===== src/pwm_gen_cfg.svh =====
// Constants for the pulse generator block
// Contract
// - Enabled instance drops drive inhibit and pulses; disabled holds inhibit, outputs quiet.
// - Each instance owns three pins: drive inhibit, primary_out, secondary_out.
// - Format 1: pulse width on primary_out, direction on secondary_out.
// - Format 2: up pulses on primary_out, down pulses on secondary_out.
// - Format 3: pulse density on primary_out, direction on secondary_out.
// - Format 4: direction on primary_out, pulse width on secondary_out.
// - Duty command saturates to the span minus one to plus one.
// - Density mode decides pulse or space each slot tick, one slot long.
// - Half-scale density command gives strictly alternating pulse and space.
// - Density slot rate programmable from clock/65536 to just under clock.
// - One density slot rate shared by all instances.
// - One pulse period rate shared by all instances in formats 1, 2 and 4.
// - Rates follow fast_clock; too-high requests clamp to the maximum.
// - Format may change while running; set once at start is advised.
// - Inversion happens in the pin stage via polarity_flip.
// - Sink-only clear: pin actively driven to the (flipped) source value.
// - Sink-only set: (flipped) source 0 pulls low, (flipped) source 1 releases the pin.
// - Released sink-only pin may be driven externally; readback shows real level.
// - Each pin stage reads back the level and its complement.
`ifndef PWM_GEN_CFG_SVH
`define PWM_GEN_CFG_SVH

`define DUTY_W        16
`define MAG_W         15
`define DUTY_FULL     15'h4000
`define RAMP_W        9
`define PWM_ACC_W     24
`define PDM_ACC_W     16
`define PWM_RATE_MAX  24'hFFFFFF
`define PDM_RATE_MAX  16'hFFFF
`define PWM_RATE_RST  24'h000100
`define PDM_RATE_RST  16'h0100

`define FMT_PWM_DIR   3'h1
`define FMT_UP_DOWN   3'h2
`define FMT_PDM_DIR   3'h3
`define FMT_DIR_PWM   3'h4

`define ADDR_W        8
`define ADDR_PWM_RATE 8'h00
`define ADDR_PDM_RATE 8'h04
`define ADDR_RAMP     8'h08
`define GEN_STRIDE    8'h10
`define OFS_DUTY      4'h0
`define OFS_MODE      4'h4
`define OFS_PINCFG    4'h8
`define OFS_PINSTAT   4'hC

`define MODE_EN_BIT   0
`define MODE_FMT_LSB  4
`define PINCFG_FLIP   0
`define PINCFG_SINK   4

`endif


===== src/pwm_gen_pkg.sv =====
// Shared types of the pulse generator block
package pwm_gen_pkg;

  typedef struct packed {
    logic               enable;
    logic [2:0]         format;
    logic signed [15:0] duty;
  } gen_cfg_type;

  typedef struct packed {
    logic flip;
    logic sink;
  } pin_cfg_type;

  typedef struct packed {
    logic inhibit;
    logic primary;
    logic secondary;
  } gen_out_type;

endpackage


===== src/pin_stage.sv =====
// One connector pin stage: polarity, sink-only drive and readback
`timescale 1ns/100ps
`include "pwm_gen_cfg.svh"
module pin_stage (
  input  logic                     sys_clk,   // system clock
  input  logic                     nrst,      // async reset, active low
  input  logic                     src,       // generator source value
  input  pwm_gen_pkg::pin_cfg_type cfg,       // flip and sink-only select
  input  logic                     pad_i,     // pin level from the pad
  output logic                     pad_o,     // value driven on the pad
  output logic                     pad_oe_n,  // low while driving
  output logic                     level,     // sampled pin level
  output logic                     level_inv  // complement of level
);
  logic val;
  logic s1_q;
  logic s2_q;

  assign val = src ^ cfg.flip;

  always_ff @(posedge sys_clk or negedge nrst) begin
    if (!nrst) begin
      pad_o    <= 1'b0;
      pad_oe_n <= 1'b1;
    end else if (cfg.sink) begin
      pad_o    <= 1'b0;
      pad_oe_n <= val;
    end else begin
      pad_o    <= val;
      pad_oe_n <= 1'b0;
    end
  end

  always_ff @(posedge sys_clk or negedge nrst) begin
    if (!nrst) begin
      s1_q <= 1'b0;
      s2_q <= 1'b0;
    end else begin
      s1_q <= pad_i;
      s2_q <= s1_q;
    end
  end

  assign level     = s2_q;
  assign level_inv = ~s2_q;
endmodule


===== src/pulse_core.sv =====
// One generator: duty command to pulse width or density outputs
`timescale 1ns/100ps
`include "pwm_gen_cfg.svh"
module pulse_core #(
  parameter int RAMP_W = `RAMP_W  // PWM ramp resolution
) (
  input  logic                     sys_clk,    // system clock
  input  logic                     nrst,       // async reset, active low
  input  pwm_gen_pkg::gen_cfg_type cfg,        // enable, format, duty
  input  logic [RAMP_W-1:0]        ramp,       // shared PWM ramp
  input  logic                     slot_tick,  // shared PDM slot enable
  output pwm_gen_pkg::gen_out_type out_q       // registered outputs
);
  logic [16:0]       ext;
  logic [16:0]       abs_v;
  logic [`MAG_W-1:0] mag;
  logic              neg;
  logic              pwm_on;
  logic [`MAG_W:0]   pdm_sum;
  logic [`MAG_W-1:0] pdm_acc_q;
  logic              pdm_bit_q;

  assign neg    = cfg.duty[15];
  assign ext    = {cfg.duty[15], cfg.duty};
  assign abs_v  = neg ? 17'h0 - ext : ext;
  assign mag    = (abs_v > {2'h0, `DUTY_FULL}) ? `DUTY_FULL : abs_v[`MAG_W-1:0];
  assign pwm_on = {1'b0, ramp} < mag[`MAG_W-1 -: RAMP_W+1];
  assign pdm_sum = {1'b0, pdm_acc_q} + {1'b0, mag};

  // Carry of the density accumulator gives one pulse slot
  always_ff @(posedge sys_clk or negedge nrst) begin
    if (!nrst) begin
      pdm_acc_q <= '0;
      pdm_bit_q <= 1'b0;
    end else if (!cfg.enable) begin
      pdm_acc_q <= '0;
      pdm_bit_q <= 1'b0;
    end else if (slot_tick) begin
      if (pdm_sum >= {1'b0, `DUTY_FULL}) begin
        pdm_acc_q <= pdm_sum[`MAG_W-1:0] - `DUTY_FULL;
        pdm_bit_q <= 1'b1;
      end else begin
        pdm_acc_q <= pdm_sum[`MAG_W-1:0];
        pdm_bit_q <= 1'b0;
      end
    end
  end

  // Format is read live so it may change at any time
  always_ff @(posedge sys_clk or negedge nrst) begin
    if (!nrst) begin
      out_q <= '{inhibit: 1'b1, primary: 1'b0, secondary: 1'b0};
    end else if (!cfg.enable) begin
      out_q <= '{inhibit: 1'b1, primary: 1'b0, secondary: 1'b0};
    end else begin
      out_q.inhibit <= 1'b0;
      case (cfg.format)
        `FMT_PWM_DIR: begin
          out_q.primary   <= pwm_on;
          out_q.secondary <= neg;
        end
        `FMT_UP_DOWN: begin
          out_q.primary   <= pwm_on & ~neg;
          out_q.secondary <= pwm_on & neg;
        end
        `FMT_PDM_DIR: begin
          out_q.primary   <= pdm_bit_q;
          out_q.secondary <= neg;
        end
        `FMT_DIR_PWM: begin
          out_q.primary   <= neg;
          out_q.secondary <= pwm_on;
        end
        default: begin
          out_q.primary   <= 1'b0;
          out_q.secondary <= 1'b0;
        end
      endcase
    end
  end
endmodule


===== src/pwm_pdm_generator_with_pin_stage.sv =====
// Top: register port, shared rate generators, generators and pin stages
//
// Our own choices: the register addresses and the address-and-strobe port.
`timescale 1ns/100ps
`include "pwm_gen_cfg.svh"
module pwm_pdm_generator_with_pin_stage #(
  parameter int N_GEN  = 4,        // generator instances
  parameter int RAMP_W = `RAMP_W   // PWM ramp resolution
) (
  input  logic                  sys_clk,    // 125 MHz system clock
  input  logic                  nrst,       // async reset, active low
  input  logic [`ADDR_W-1:0]    reg_addr,   // register byte address
  input  logic [31:0]           reg_wdata,  // register write data
  input  logic                  reg_wr,     // write strobe
  input  logic                  reg_rd,     // read strobe
  output logic [31:0]           reg_rdata,  // read data, cycle after strobe
  input  logic [3*N_GEN-1:0]    pin_in,     // pad levels, async
  output logic [3*N_GEN-1:0]    pin_out,    // pad output values
  output logic [3*N_GEN-1:0]    pin_oe_n    // pad drive enables, low drives
);
  localparam int PIN_N = 3 * N_GEN;

  // Register state
  logic [`PWM_ACC_W-1:0]    pwm_rate_q;
  logic [`PDM_ACC_W-1:0]    pdm_rate_q;
  pwm_gen_pkg::gen_cfg_type gen_cfg_q [N_GEN];
  pwm_gen_pkg::pin_cfg_type pin_cfg_q [PIN_N];
  logic [31:0]              rdata_q;

  // Shared timing
  logic [`PWM_ACC_W-1:0]    pwm_acc_q;
  logic [`PWM_ACC_W:0]      pwm_sum;
  logic                     ramp_tick;
  logic [RAMP_W-1:0]        ramp_q;
  logic [`PDM_ACC_W-1:0]    pdm_acc_q;
  logic [`PDM_ACC_W:0]      pdm_sum;
  logic                     slot_tick;

  // Per pin and per generator signals
  logic [PIN_N-1:0]         pin_src;
  logic [PIN_N-1:0]         pin_level;
  logic [PIN_N-1:0]         pin_level_inv;
  pwm_gen_pkg::gen_out_type gen_out [N_GEN];

  // Address decode helpers
  logic                     gen_hit;
  logic [3:0]               gen_idx;
  logic [3:0]               gen_ofs;

  // Generator index of an address; zero page holds shared registers
  function automatic logic [3:0] addr_gen(input logic [`ADDR_W-1:0] a);
    addr_gen = a[7:4] - 4'h1;
  endfunction

  // True if the address falls in an existing generator page
  function automatic logic addr_in_gen(input logic [`ADDR_W-1:0] a);
    addr_in_gen = (a[7:4] != 4'h0) && ({28'h0, a[7:4]} <= N_GEN);
  endfunction

  assign gen_hit = addr_in_gen(reg_addr);
  assign gen_idx = addr_gen(reg_addr);
  assign gen_ofs = reg_addr[3:0];

  // Shared pulse period rate, clamped on write
  always_ff @(posedge sys_clk or negedge nrst) begin
    if (!nrst) begin
      pwm_rate_q <= `PWM_RATE_RST;
    end else if (reg_wr && reg_addr == `ADDR_PWM_RATE) begin
      if (reg_wdata > {8'h0, `PWM_RATE_MAX}) begin
        pwm_rate_q <= `PWM_RATE_MAX;
      end else begin
        pwm_rate_q <= reg_wdata[`PWM_ACC_W-1:0];
      end
    end
  end

  // Shared density slot rate, clamped on write
  always_ff @(posedge sys_clk or negedge nrst) begin
    if (!nrst) begin
      pdm_rate_q <= `PDM_RATE_RST;
    end else if (reg_wr && reg_addr == `ADDR_PDM_RATE) begin
      if (reg_wdata > {16'h0, `PDM_RATE_MAX}) begin
        pdm_rate_q <= `PDM_RATE_MAX;
      end else begin
        pdm_rate_q <= reg_wdata[`PDM_ACC_W-1:0];
      end
    end
  end

  // Per generator and per pin configuration registers
  genvar g;
  generate
    for (g = 0; g < N_GEN; g++) begin : g_cfg
      always_ff @(posedge sys_clk or negedge nrst) begin
        if (!nrst) begin
          gen_cfg_q[g] <= '{enable: 1'b0, format: `FMT_PWM_DIR, duty: 16'sh0000};
        end else if (reg_wr && gen_hit && gen_idx == 4'(g)) begin
          if (gen_ofs == `OFS_DUTY) begin
            gen_cfg_q[g].duty <= reg_wdata[`DUTY_W-1:0];
          end
          if (gen_ofs == `OFS_MODE) begin
            gen_cfg_q[g].enable <= reg_wdata[`MODE_EN_BIT];
            gen_cfg_q[g].format <= reg_wdata[`MODE_FMT_LSB +: 3];
          end
        end
      end

      for (genvar p = 0; p < 3; p++) begin : g_pcfg
        always_ff @(posedge sys_clk or negedge nrst) begin
          if (!nrst) begin
            pin_cfg_q[3*g+p] <= '{flip: 1'b0, sink: 1'b0};
          end else if (reg_wr && gen_hit && gen_idx == 4'(g)
                       && gen_ofs == `OFS_PINCFG) begin
            pin_cfg_q[3*g+p].flip <= reg_wdata[`PINCFG_FLIP + p];
            pin_cfg_q[3*g+p].sink <= reg_wdata[`PINCFG_SINK + p];
          end
        end
      end
    end
  endgenerate

  // Period ramp advances on a phase accumulator carry
  assign pwm_sum   = {1'b0, pwm_acc_q} + {1'b0, pwm_rate_q};
  assign ramp_tick = pwm_sum[`PWM_ACC_W];

  always_ff @(posedge sys_clk or negedge nrst) begin
    if (!nrst) begin
      pwm_acc_q <= '0;
    end else begin
      pwm_acc_q <= pwm_sum[`PWM_ACC_W-1:0];
    end
  end

  always_ff @(posedge sys_clk or negedge nrst) begin
    if (!nrst) begin
      ramp_q <= '0;
    end else if (ramp_tick) begin
      ramp_q <= ramp_q + 1'b1;
    end
  end

  // Slot enable from a second accumulator; all ones fires almost every cycle
  assign pdm_sum   = {1'b0, pdm_acc_q} + {1'b0, pdm_rate_q};
  assign slot_tick = pdm_sum[`PDM_ACC_W];

  always_ff @(posedge sys_clk or negedge nrst) begin
    if (!nrst) begin
      pdm_acc_q <= '0;
    end else begin
      pdm_acc_q <= pdm_sum[`PDM_ACC_W-1:0];
    end
  end

  // Generators and their three pins each
  generate
    for (g = 0; g < N_GEN; g++) begin : g_gen
      pulse_core #(
        .RAMP_W (RAMP_W)
      ) u_core (
        .sys_clk   (sys_clk),
        .nrst      (nrst),
        .cfg       (gen_cfg_q[g]),
        .ramp      (ramp_q),
        .slot_tick (slot_tick),
        .out_q     (gen_out[g])
      );

      assign pin_src[3*g]   = gen_out[g].inhibit;
      assign pin_src[3*g+1] = gen_out[g].primary;
      assign pin_src[3*g+2] = gen_out[g].secondary;
    end

    for (g = 0; g < PIN_N; g++) begin : g_pin
      pin_stage u_pin (
        .sys_clk   (sys_clk),
        .nrst      (nrst),
        .src       (pin_src[g]),
        .cfg       (pin_cfg_q[g]),
        .pad_i     (pin_in[g]),
        .pad_o     (pin_out[g]),
        .pad_oe_n  (pin_oe_n[g]),
        .level     (pin_level[g]),
        .level_inv (pin_level_inv[g])
      );
    end
  endgenerate

  // Read mux; data valid only in the cycle after the strobe
  always_ff @(posedge sys_clk or negedge nrst) begin
    if (!nrst) begin
      rdata_q <= '0;
    end else if (!reg_rd) begin
      rdata_q <= '0;
    end else if (reg_addr == `ADDR_PWM_RATE) begin
      rdata_q <= {8'h0, pwm_rate_q};
    end else if (reg_addr == `ADDR_PDM_RATE) begin
      rdata_q <= {16'h0, pdm_rate_q};
    end else if (reg_addr == `ADDR_RAMP) begin
      rdata_q <= 32'(ramp_q);
    end else if (gen_hit) begin
      rdata_q <= '0;
      for (int i = 0; i < N_GEN; i++) begin
        if (gen_idx == 4'(i)) begin
          case (gen_ofs)
            `OFS_DUTY: begin
              rdata_q <= {16'h0, gen_cfg_q[i].duty};
            end
            `OFS_MODE: begin
              rdata_q <= 32'({gen_cfg_q[i].format, 3'h0, gen_cfg_q[i].enable});
            end
            `OFS_PINCFG: begin
              rdata_q <= 32'({pin_cfg_q[3*i+2].sink, pin_cfg_q[3*i+1].sink,
                              pin_cfg_q[3*i].sink, 1'b0,
                              pin_cfg_q[3*i+2].flip, pin_cfg_q[3*i+1].flip,
                              pin_cfg_q[3*i].flip});
            end
            `OFS_PINSTAT: begin
              rdata_q <= 32'({pin_level_inv[3*i +: 3], 1'b0,
                              pin_level[3*i +: 3]});
            end
            default: begin
              rdata_q <= '0;
            end
          endcase
        end
      end
    end else begin
      rdata_q <= '0;
    end
  end

  assign reg_rdata = rdata_q;
endmodule


===== config.mk =====
export PLATFORM = sky130hd
export DESIGN_NAME = pwm_pdm_generator_with_pin_stage
export DESIGN_NICKNAME = d
export VERILOG_FILES = /design/src/pwm_gen_pkg.sv /design/src/pin_stage.sv /design/src/pulse_core.sv /design/src/pwm_pdm_generator_with_pin_stage.sv
export VERILOG_INCLUDE_DIRS = /design/src
export SDC_FILE = /design/constraint.sdc
export NUM_CORES = 1
export LEC_CHECK = 0
export ABC_AREA = 0
export BUFFER_PORTS_ARGS = -buffer_cell sky130_fd_sc_hd__buf_4
export CAP_MARGIN = 0
export CORE_ASPECT_RATIO = 1.2
export CORE_MARGIN = 8
export CORE_UTILIZATION = 40
export CTS_BUF_LIST = sky130_fd_sc_hd__clkbuf_16
export DETAILED_ROUTE_END_ITERATION = 16
export GPL_TIMING_DRIVEN = 0
export PLACE_DENSITY = 0.6
export REMOVE_ABC_BUFFERS = 1
export SYNTH_ARGS = -nofsm -noshare
export SYNTH_HDL_FRONTEND = slang
export SYNTH_SLANG_ARGS = --single-unit
export TNS_END_PERCENT = 1

===== constraint.sdc =====
create_clock -name sys_clk -period 10.84 [get_ports sys_clk]
set_input_delay 0.542 -clock sys_clk [delete_from_list [all_inputs] [get_ports sys_clk]]
set_output_delay 0.542 -clock sys_clk [all_outputs]
set_load 0.005 [all_outputs]

==> results of run 1 <==
through the flow:
| step | total power, mW | instance area, um^2 |
|---|---|---|
| 5_1_grt | 4.05 | 24100 |
| 3_5_place_dp | 2.41 | 22700 |
| 4_1_cts | 3.89 | 24100 |
| 3_3_place_gp | 2.37 | 22500 |
| 2_1_floorplan | 2.12 | 20800 |
| 6_report | 3.85 | 24100 |
where the power goes:
part | switching [mW] | internal, mW
logic | 0.502 | 0.375
registers | 0.120 | 1.40
clock network | 0.573 | 0.877
area by class of cell:
type,instances,share of cell area [%]
clock inverters,33,1.74
clock buffers,39,4.05
flip-flops and latches,341,35.5
repair buffers,115,4.04
multi-input cells,1705,49.6
inverters,89,1.39
diodes,2,0.0208
well taps,712,3.69
cells in the mapped netlist (25+ instances only):
master	number	area share [%]
a22oi_1	41	1.4
nand2_1	168	2.9
o21ai_0	110	2.6
xnor2_1	68	2.8
clkbuf_1	80	1.4
a211oi_1	28	0.98
dfrtp_1	319	37
buf_4	33	1.2
inv_1	86	1.5
and3_1	26	0.76
mux2_2	105	5.5
nand2b_1	32	0.93
ha_1	133	7.8
nor3_1	43	1.0
or2_2	35	1.0
nor2b_1	38	1.1
nor2_1	178	3.1
xor2_1	63	2.6
a21oi_1	166	3.9
and2_1	25	0.73
a21o_1	32	1.1
nand3_1	57	1.3
worst min-delay path by stage:
stage                                   start                       end  slack, ns  depth (start not counted)
after detailed placement  g_pin[1].u_pin.s1_q      g_pin[1].u_pin.level       0.33                          0
after global placement    g_pin[0].u_pin.s1_q      g_pin[0].u_pin.level       0.33                          0
final                               pin_in[3]       g_pin[3].u_pin.s1_q       0.07                          1
after global routing                pin_in[3]       g_pin[3].u_pin.s1_q       0.05                          1
after CTS                           pin_in[3]       g_pin[3].u_pin.s1_q       0.03                          1
after floorplan                          nrst  g_gen[0].u_core.out_q[0]       0.25                          0
flip-flops by register name (all words and copies together), names as in the netlist:
register	count
pin_cfg_q	24
g_pin.u_pin.level	12
ramp_q	9
g_pin.u_pin.pad_o	12
g_gen.u_core.out_q	12
pwm_rate_q	24
g_gen.u_core.pdm_acc_q	60
g_gen.u_core.pdm_bit_q	4
g_pin.u_pin.pad_oe_n	12
g_pin.u_pin.s1_q	12
reg_rdata	24
pdm_rate_q	16
gen_cfg_q	80
pwm_acc_q	24
pdm_acc_q	16
timing repair:
action,CTS,global route
hold endpoints to repair,52,0
resized for setup,0,0
setup endpoints to repair,0,0
hold buffers,1,0
layer usage:
layer | routed length (um) | track usage, % | vias to the layer above | part of all wire, %
li1 | - | - | 8219 | -
met1 | 25600 | 24.5 | 8464 | 41
met2 | 30200 | 34.3 | 477 | 49
met3 | 3410 | 3.08 | 136 | 5.5
met4 | 2830 | 9.35 | 4 | 4.6
met5 | 31 | 0 | - | 0.050
critical path, delay by kind of cell, from the launching register on:
family                     cells  cell delay, ns
adders and majority gates      2            0.48
buffers and inverters          1            0.12
AOI/OAI and AO/OA             10            2.24
and+or+nand+nor                8            2.35
DFF                            1            0.47
kinds of logic (layout without fill, tap and decap cells):
group                      Yosys count  count (layout)  share of synthesized area [%]
DFF                                341             341                           39.9
muxes                              114             114                           5.95
adders and majority gates          142             142                           8.46
buffers and inverters              222             276                           4.68
AOI/OAI and AO/OA                  600             600                           18.8
xor gates and xnor gates           131             131                           5.35
and+or+nand+nor                    710             710                           16.8
other                                1              10                         0.0175
==> metrics.txt, run 1 <==
fin crit period 5.78 ns; Final nets 2,486; Crit. End Element flop; DR iter-0 viols 1,298; floorplan row count 93; Placed Cells incl. Taps 2,961; WP data arrival 6.22 ns; Unique masters post-synth 104; die height around 270 um; synthesized flop and latch total 341; final slew viol count 0; register area 8560 um^2; worst setup margin 5.06 ns; RSZ-0062 raised after global routing false; Final setup viols 0; worst path required time 11.28 ns; Worst Max-Slew Pin Slew roughly 1.3 ns; total vias in the final route 17,300; Hold Crit Class in -> reg; slowest CP cell a2111oi_0; Via density 5.70; postcts setup bufs 0; final period utilization 53.3%; Syn Inst Count ~2,300; initial antenna violation count 4; max cap viols 0; Initial Utilization between 40% and 50%; status finished, final reports clean; DRC 0; Root Driver clkbuf_16; Fill cells 5,028; Wirelength per Cell 20.5 um; GRT Total Usage 20.1%; Clock Skew 0.0238 ns; post-layout util between 40% and 50%; total core area 53,400 um^2; Synth warnings 0; crit-path max FO 8; path depth of the worst reg2reg path 21; Layout Cells excl Fill 3,036; worst path cell trace inv_1, ha_1, nor4b_4, nand2_1, or4_1, nor3b_1, a21oi_1, o2bb2ai_1, nand4_1, o21a_1, nor2_1, ha_1, a211oi_1, o21bai_1, a21oi_1, a211oi_1, nor4_1, a211oi_1, a2111oi_0, or4b_1, a21oi_1; number of global-route vias before repair roughly 18,000; Min Hold Slack 0.0657 ns; number of buffers created by CTS 39; Seq/Total Area, Yosys 39.9%; Rel. slew slack 15.4%; remaining global-route overflow 0; routed wire length 62,100 um; Max VDD drop 144 uV; detailed placer's ending HPWL roughly 45,000 um; reg2reg start gen_cfg_q[0]; most frequent cells in the layout dfrtp_1, nor2_1, nand2_1; IO Port Bufs around 100; critical path type reg -> reg; Synth Cell Area 21,500 um^2; CTS tree done; die width 227 um; gp weighted congestion 0.919; final hold vios 0; Area growth syn-to-layout 12.4%; reg2reg end g_gen[3].u_core.pdm_acc_q[14]; asr flop ratio synth 100%; Clock Sinks 341; Clk pin slew, worst setup/hold paths ~0.060 ns; largest net degree at the start of global routing 100; die area 61,300 um^2; pre-CTS setup slack approximately 5.2 ns; Max Fclk 173 MHz; Max clock buf depth 3; layout cells sized above 1 16.3%; P_leak ~11 nW; Antenna Nets Post-Route 0; commonest non-fill, non-tap cell in the layout dfrtp_1; Ports between 100 and 150; CP Launch Point gen_cfg_q[0]; worst setup path end g_gen[3].u_core.pdm_acc_q[14]; PD cells between 150 and 200 nW/um^2; H-tree depth 2; crit start category flop; register-to-register path setup slack between 5 and 6 ns; multi-input logic area 12,000 um^2; first-pass GRT wire length slightly below 100,000 um; DR pass1 iterations 6; worst-skew pair later-pin latency 0.59 ns; largest stage delay on the critical path 0.68 ns; commonest register cell after synthesis dfrtp_1; setup_tns 0 ns; Post-synth EDFFs 0; Avg Inst Size Synth 9.49 um^2
(Power assumes the default switching activity.)
==> run 2, diff against run 1 <==
--- a/config.mk
+++ b/config.mk
@@ -6,7 +6,7 @@
 export SDC_FILE = /design/constraint.sdc
 export NUM_CORES = 1
 export LEC_CHECK = 0
-export ABC_AREA = 0
+export ABC_AREA = 1
 export BUFFER_PORTS_ARGS = -buffer_cell sky130_fd_sc_hd__buf_4
 export CAP_MARGIN = 0
 export CORE_ASPECT_RATIO = 1.2
==> constraint.sdc (replaced) <==
create_clock -name sys_clk -period 6 [get_ports sys_clk]
set_input_delay 0.3 -clock sys_clk [delete_from_list [all_inputs] [get_ports sys_clk]]
set_output_delay 0.3 -clock sys_clk [all_outputs]
set_load 0.005 [all_outputs]
==> run 2 against run 1 <==
Largest power group unchanged. Sequential power up 86%. Sequential cell count stayed put. Critical endpoint is now g_gen[0].u_core.pdm_bit_q. Fmax increased by 27%. Utilization grew 0.63 points. Clock skew rose by 0.0091 ns. Wire length is 5.2% higher. Setup slack worse by 3.6 ns. Register-to-register slack worse by 3.6 ns. Power rose by 92%. Hold slack lost 0.054 ns. Synthesized cell count rose by 22%. Clock power is 77% higher.
==> metrics.txt, run 2 <==
number of flip-flops in the largest register 80; layout cells sized above 1 9.44%; multi-input logic area ~11,000 um^2; number of buffers created by CTS a little over 40; pre-CTS setup slack between 1 and 1.5 ns; Root Driver clkbuf_16; Final nets 3,026; post-synth top area share 37.7%; sink of the worst hold path pwm_rate_q[1]; P_leak 12.1 nW; commonest register cell after synthesis dfrtp_1; Synth warnings 0; Rel. slew slack 5.71%; CTS Hold Bufs 20; critical path type reg -> reg; most common cell in the netlist nand2_1; post-synth top area cell dfrtp_1; Max Fclk 220 MHz; hold depth 3; die height 268 um; asr flop ratio synth 100%; reg2reg start gen_cfg_q[75]; Reg with most FFs gen_cfg_q; max cap viols 0; synthesized flop and latch total roughly 340; total vias in the final route 18,823; DR pass1 iterations 5; worst setup margin between 1 and 1.5 ns; most frequent cells in the layout nand2_1, inv_1, dfrtp_1; dpl cell area 22,500 um^2; Seq pwr share 38.1%; postcts setup bufs 0; largest cells by area after synthesis dfrtp_1, nand2_1, ha_1; total core area 52,500 um^2; Max VDD drop 219 uV; DRC 0; remaining global-route overflow 0; Max clock buf depth 3; Fill cells 5,265; final hold vios 0; fin crit period 4.55 ns; GRT Total Usage 21.7%; Initial Utilization 40.4%; cts repair resizes 0; Worst Max-Slew Pin Slew 1.41 ns; Antenna Nets Post-Route 0; register area 8560 um^2; Final Instance Area 24,000 um^2; Wirelength per Cell 18.3 um; Diodes inserted 0; WP data arrival 5.00 ns; crit-path max FO 24; RSZ-0062 raised after global routing false; Area growth syn-to-layout 13.4%; Unique masters post-synth 59; IO Port Bufs ~100; register-to-register path setup slack 1.45 ns; Post-synth EDFFs 0; Clock Sinks between 300 and 400; Via density 5.28; worst path required time ~6.5 ns; Comb pwr share 27.2%; CTS tree done; die width around 230 um; Hold Crit Class in -> reg; HP Start reg_wdata[1]; largest net degree at the start of global routing 93; Final setup viols 0; crit start category flop; routed wire length 65,400 um; Synth Cell Area 21,200 um^2; final period utilization approximately 76%; sw frac 34.9%; detailed placer's ending HPWL a little under 50,000 um; commonest non-fill, non-tap cell in the layout nand2_1; Seq/Total Area, Yosys 40.4%; Clock Skew 0.0329 ns; initial antenna violation count 3; top flop regs gen_cfg_q: 80 flops, g_gen.u_core.pdm_acc_q: 60 flops; post-layout util 45.8%; setup_tns 0 ns; status finished, final reports clean; die area 60,600 um^2; Syn Inst Count 2,750; reg2reg end g_gen[0].u_core.pdm_bit_q; PD cells around 310 nW/um^2; floorplan row count 92; first-pass GRT wire length 103,000 um; H-tree depth 2; Avg Inst Size Synth between 7 and 8 um^2; Clk pin slew, worst setup/hold paths approximately 0.060 ns; DR iter-0 viols approximately 1,300; most common library cells after synthesis nand2_1, inv_1, dfrtp_1; Pint 4.82 mW; Clk pwr share 34.8%; Ports 112; path depth of the worst reg2reg path 26; sw power 2.58 mW; gp weighted congestion 0.939; Crit. End Element flop; final slew viol count 0; worst-skew pair later-pin latency 0.58 ns; number of global-route vias before repair 18,739
==> run 2: worst max-delay path by stage <==
stage,startpoint,to,slack (ns)
after CTS,gen_cfg_q[75],g_gen[0].u_core.pdm_acc_q[12],1.49
after floorplan,gen_cfg_q[55],g_gen[1].u_core.pdm_bit_q,2.46
after detailed placement,gen_cfg_q[35],g_gen[2].u_core.pdm_bit_q,1.49
after global placement,reg_addr[1],pwm_rate_q[0],0.47
final,gen_cfg_q[75],g_gen[0].u_core.pdm_bit_q,1.45
after global routing,gen_cfg_q[55],g_gen[1].u_core.pdm_bit_q,0.85
==> run 2: routing by layer <==
| metal | global-route usage, % | vias to the layer above | part of all wire, % |
|---|---|---|---|
| met5 | 0 | - | 0 |
| met2 | 37.9 | 537 | 49 |
| met4 | 9.01 | 0 | 4.1 |
| met3 | 2.94 | 153 | 5.3 |
| li1 | - | 9187 | - |
| met1 | 26.6 | 8946 | 42 |
==> run 2: power groups by stage <==
stage	Combinational, mW	Sequential (mW)	Clock, mW
6_report	2.01	2.82	2.57
5_1_grt	2.28	2.84	2.71
4_1_cts	2.01	2.82	2.63
3_5_place_dp	1.99	2.86	0
3_3_place_gp	1.91	2.85	0
2_1_floorplan	1.46	2.73	0
==> run 2: logic make-up (layout without fill, tap and decap cells) <==
family,after synthesis,in the layout,share of synthesized area (%)
and+or+nand+nor,1185,1185,23.7
xor gates and xnor gates,98,98,4.05
DFF,341,341,40.4
AOI/OAI and AO/OA,525,525,14.5
buffers and inverters,461,565,8.87
other,1,8,0.0177
adders and majority gates,139,139,8.42
==> run 2: worst max-delay path, stage by stage (launching register included) <==
cell and delay (ns):
dfrtp_1 0.91, inv_2 0.25, nor2_1 0.18, xor2_1 0.21, nand4_1 0.10, nor2_1 0.11, nand3_1 0.10, nor2_1 0.10
nand2_1 0.10, nand2_4 0.13, inv_1 0.16, nor2_1 0.17, ha_1 0.19, inv_1 0.06, fa_1 0.41, o31ai_1 0.34
inv_1 0.08, nor2_1 0.17, o21ai_2 0.07, nand2_2 0.10, nand3_1 0.11, nand2_1 0.08, nand2_1 0.06, nand2_1 0.08
nand2_1 0.06, nand2_1 0.06, nand2_1 0.05
==> run 2: final cells by class <==
class | count | area share [%]
repair buffers | 126 | 4.43
clock buffers | 43 | 4.48
inverters | 366 | 5.72
multi-input cells | 1955 | 44.8
flip-flops and latches | 341 | 35.6
well taps | 705 | 3.67
clock inverters | 30 | 1.23
==> run 2: metrics by stage <==
step	hold slack (ns)	total power, mW	cells
6_report	0.0116	7.40	3566
5_1_grt	0.0356	7.84	3566
4_1_cts	0.00153	7.46	3566
3_5_place_dp	0.335	4.85	3473
3_3_place_gp	0.336	4.76	3470
2_1_floorplan	0.00441	4.19	2662
==> run 3, diff against run 2 <==
--- a/config.mk
+++ b/config.mk
@@ -6,7 +6,7 @@
 export SDC_FILE = /design/constraint.sdc
 export NUM_CORES = 1
 export LEC_CHECK = 0
-export ABC_AREA = 1
+export ABC_AREA = 0
 export BUFFER_PORTS_ARGS = -buffer_cell sky130_fd_sc_hd__buf_4
 export CAP_MARGIN = 0
 export CORE_ASPECT_RATIO = 1.2
@@ -15,7 +15,7 @@
 export CTS_BUF_LIST = sky130_fd_sc_hd__clkbuf_16
 export DETAILED_ROUTE_END_ITERATION = 16
 export GPL_TIMING_DRIVEN = 0
-export PLACE_DENSITY = 0.6
+export PLACE_DENSITY = 0.62
 export REMOVE_ABC_BUFFERS = 1
 export SYNTH_ARGS = -nofsm -noshare
 export SYNTH_HDL_FRONTEND = slang
==> constraint.sdc (replaced) <==
create_clock -name sys_clk -period 3.7 [get_ports sys_clk]
set_input_delay 0.185 -clock sys_clk [delete_from_list [all_inputs] [get_ports sys_clk]]
set_output_delay 0.185 -clock sys_clk [all_outputs]
set_load 0.005 [all_outputs]
==> run 3 against run 2 <==
The flow now finishes with violations (negative setup slack). Via count is 5.5% lower. Sequential share of layout area is 1.9 points lower. Register-to-register slack worse by 2.7 ns. Highest routed layer is now met5.
==> metrics.txt, run 3 (synthesis results as in run 1) <==
status finished, violations left; failing checks negative setup slack; Via density between 5 and 6; dpl cell area ~23,000 um^2; die area 61,300 um^2; WP data arrival 5.38 ns; Antenna Nets Post-Route 0; Area growth syn-to-layout 18.5%; floorplan row count 93; Final setup viols 61; Max clock buf depth 3; total vias in the final route about 18,000; Ports 112; Worst Max-Slew Pin Slew 1.22 ns; total core area 53,400 um^2; sink of the worst hold path pdm_rate_q[2]; Hold Crit Class in -> reg; PD cells 452 nW/um^2; IO Port Bufs 103; Min Hold Slack between 0.02 and 0.03 ns; CTS tree done; reg2reg end g_gen[1].u_core.pdm_acc_q[14]; gp weighted congestion 0.903; setup_tns -42.28 ns; total power 11.5 mW; Clock Sinks between 300 and 400; routed wire length 63,800 um; final period utilization 133%; Wirelength per Cell 20.5 um; GRT Total Usage 20.4%; crit-path max FO 7; number of flip-flops in the largest register 80; Initial Utilization 40.2%; DR iter-0 viols between 1,000 and 1,500; reg2reg start gen_cfg_q[43]; critical path type reg -> reg; number of global-route vias before repair between 15,000 and 20,000; Clk pin slew, worst setup/hold paths 0.06 ns; Root Driver clkbuf_16; remaining global-route overflow 0; Crit. End Element flop; Clock Skew 0.0222 ns; fin crit period 4.93 ns; detailed placer's ending HPWL roughly 45,000 um; most frequent cells in the layout dfrtp_1, nand2_1, nor2_1; worst path required time 4.15 ns; HP Start reg_wdata[2]; Fill cells 4,931; initial antenna violation count 6; layout cells sized above 1 between 20% and 30%; DRC 0; register-to-register path setup slack -1.23 ns; Final nets 2,568; path depth of the worst reg2reg path 19; final hold vios 0; die height 270 um; first-pass GRT wire length 100,000 um; number of buffers created by CTS 38; die width 227 um; hold depth 2; Max Fclk 203 MHz; RSZ-0062 raised after global routing true; Max VDD drop about 340 uV; largest net degree at the start of global routing 119; Rel. slew slack 17.8%; max cap viols 0; H-tree depth 2; Placed Cells incl. Taps 2,961; crit start category flop; DR pass1 iterations 6; Layout Cells excl Fill 3,115; Reg with most FFs gen_cfg_q; final slew viol count 0; Final Instance Area 25,400 um^2; worst-skew pair later-pin latency 0.58 ns; top flop regs gen_cfg_q: 80 flops, g_gen.u_core.pdm_acc_q: 60 flops; P_leak 11.6 nW; worst setup margin -1.23 ns; commonest non-fill, non-tap cell in the layout dfrtp_1
==> run 3: cell types whose count changed in the layout (fill, tap and decap cells not counted), sizes merged, moves of 32 or more <==
cell and delta:
nor2 -73, nand2 -520, or2 +40, o21ai -120
nand3 -89, buf +59, inv -286, mux2 +106
a22oi +38, a21o +32, xnor2 +43, nand2b +32
nor2b +38
==> run 3: through the flow <==
step,setup slack [ns],utilization [%]
final,-1.23,47.6
after global routing,-1.46,47.6
after CTS,-1.25,46.9
after detailed placement,-1.92,42.5
after global placement,-3.91,42.1
after floorplan,-1.15,-
==> run 3: final cells by class <==
class                   instances  area, um^2  share of cell area [%]
clock inverters                30         423                    1.66
well taps                     712         891                    3.50
multi-input cells            1705       12600                    49.4
flip-flops and latches        341        8580                    33.7
diodes                          2        5.00                  0.0197
inverters                      89         334                    1.31
repair buffers                198        1690                    6.65
clock buffers                  38         951                    3.74
==> run 3: how the worst max path moves through the flow <==
stage / cells after the start / slack (ns) / endpoint / start
CTS: 20 / -1.25 / g_gen[1].u_core.pdm_acc_q[12] / gen_cfg_q[43]
global placement: 6 / -3.91 / pwm_rate_q[1] / reg_addr[1]
detailed placement: 21 / -1.92 / g_gen[3].u_core.pdm_acc_q[14] / gen_cfg_q[0]
finish: 19 / -1.23 / g_gen[1].u_core.pdm_acc_q[14] / gen_cfg_q[43]
global route: 19 / -1.46 / g_gen[3].u_core.pdm_acc_q[14] / gen_cfg_q[10]
floorplan: 21 / -1.15 / g_gen[1].u_core.pdm_bit_q / gen_cfg_q[45]
==> run 3: metal layers <==
| metal | track usage [%] | wire, um |
|---|---|---|
| met1 | 24.7 | 25700 |
| met2 | 35.1 | 31500 |
| met3 | 3.53 | 3460 |
| met4 | 9.04 | 3100 |
| met5 | 0 | 40 |
==> run 3: timing repair <==
item / in CTS / in global routing
resized for setup: 105 / 53
hold buffers: 33 / 0
pin swaps: 43 / 44
endpoints found under the setup margin: 69 / 71
setup buffers: 32 / 19
endpoints found under the hold margin: 245 / 0
==> run 3: worst max-delay path: stages (launching register included) <==
cell       delay [ns]
dfrtp_2          0.41
or3_4            0.37
or3_4            0.34
or3_4            0.35
or3_4            0.37
nor3b_4          0.20
a21oi_2          0.05
a2bb2oi_2        0.14
o31a_1           0.38
nor2_1           0.16
ha_1             0.27
a211oi_2         0.29
o21ai_1          0.12
a41oi_1          0.22
o31ai_1          0.12
o211ai_1         0.24
a21boi_1         0.14
o22a_1           0.22
a311oi_2         0.25
o31ai_1          0.12
==> run 3: report_power, final <==
group / switching, mW / internal (mW)
registers: 0.342 / 4.10
logic: 1.58 / 1.25
clock network: 1.69 / 2.53
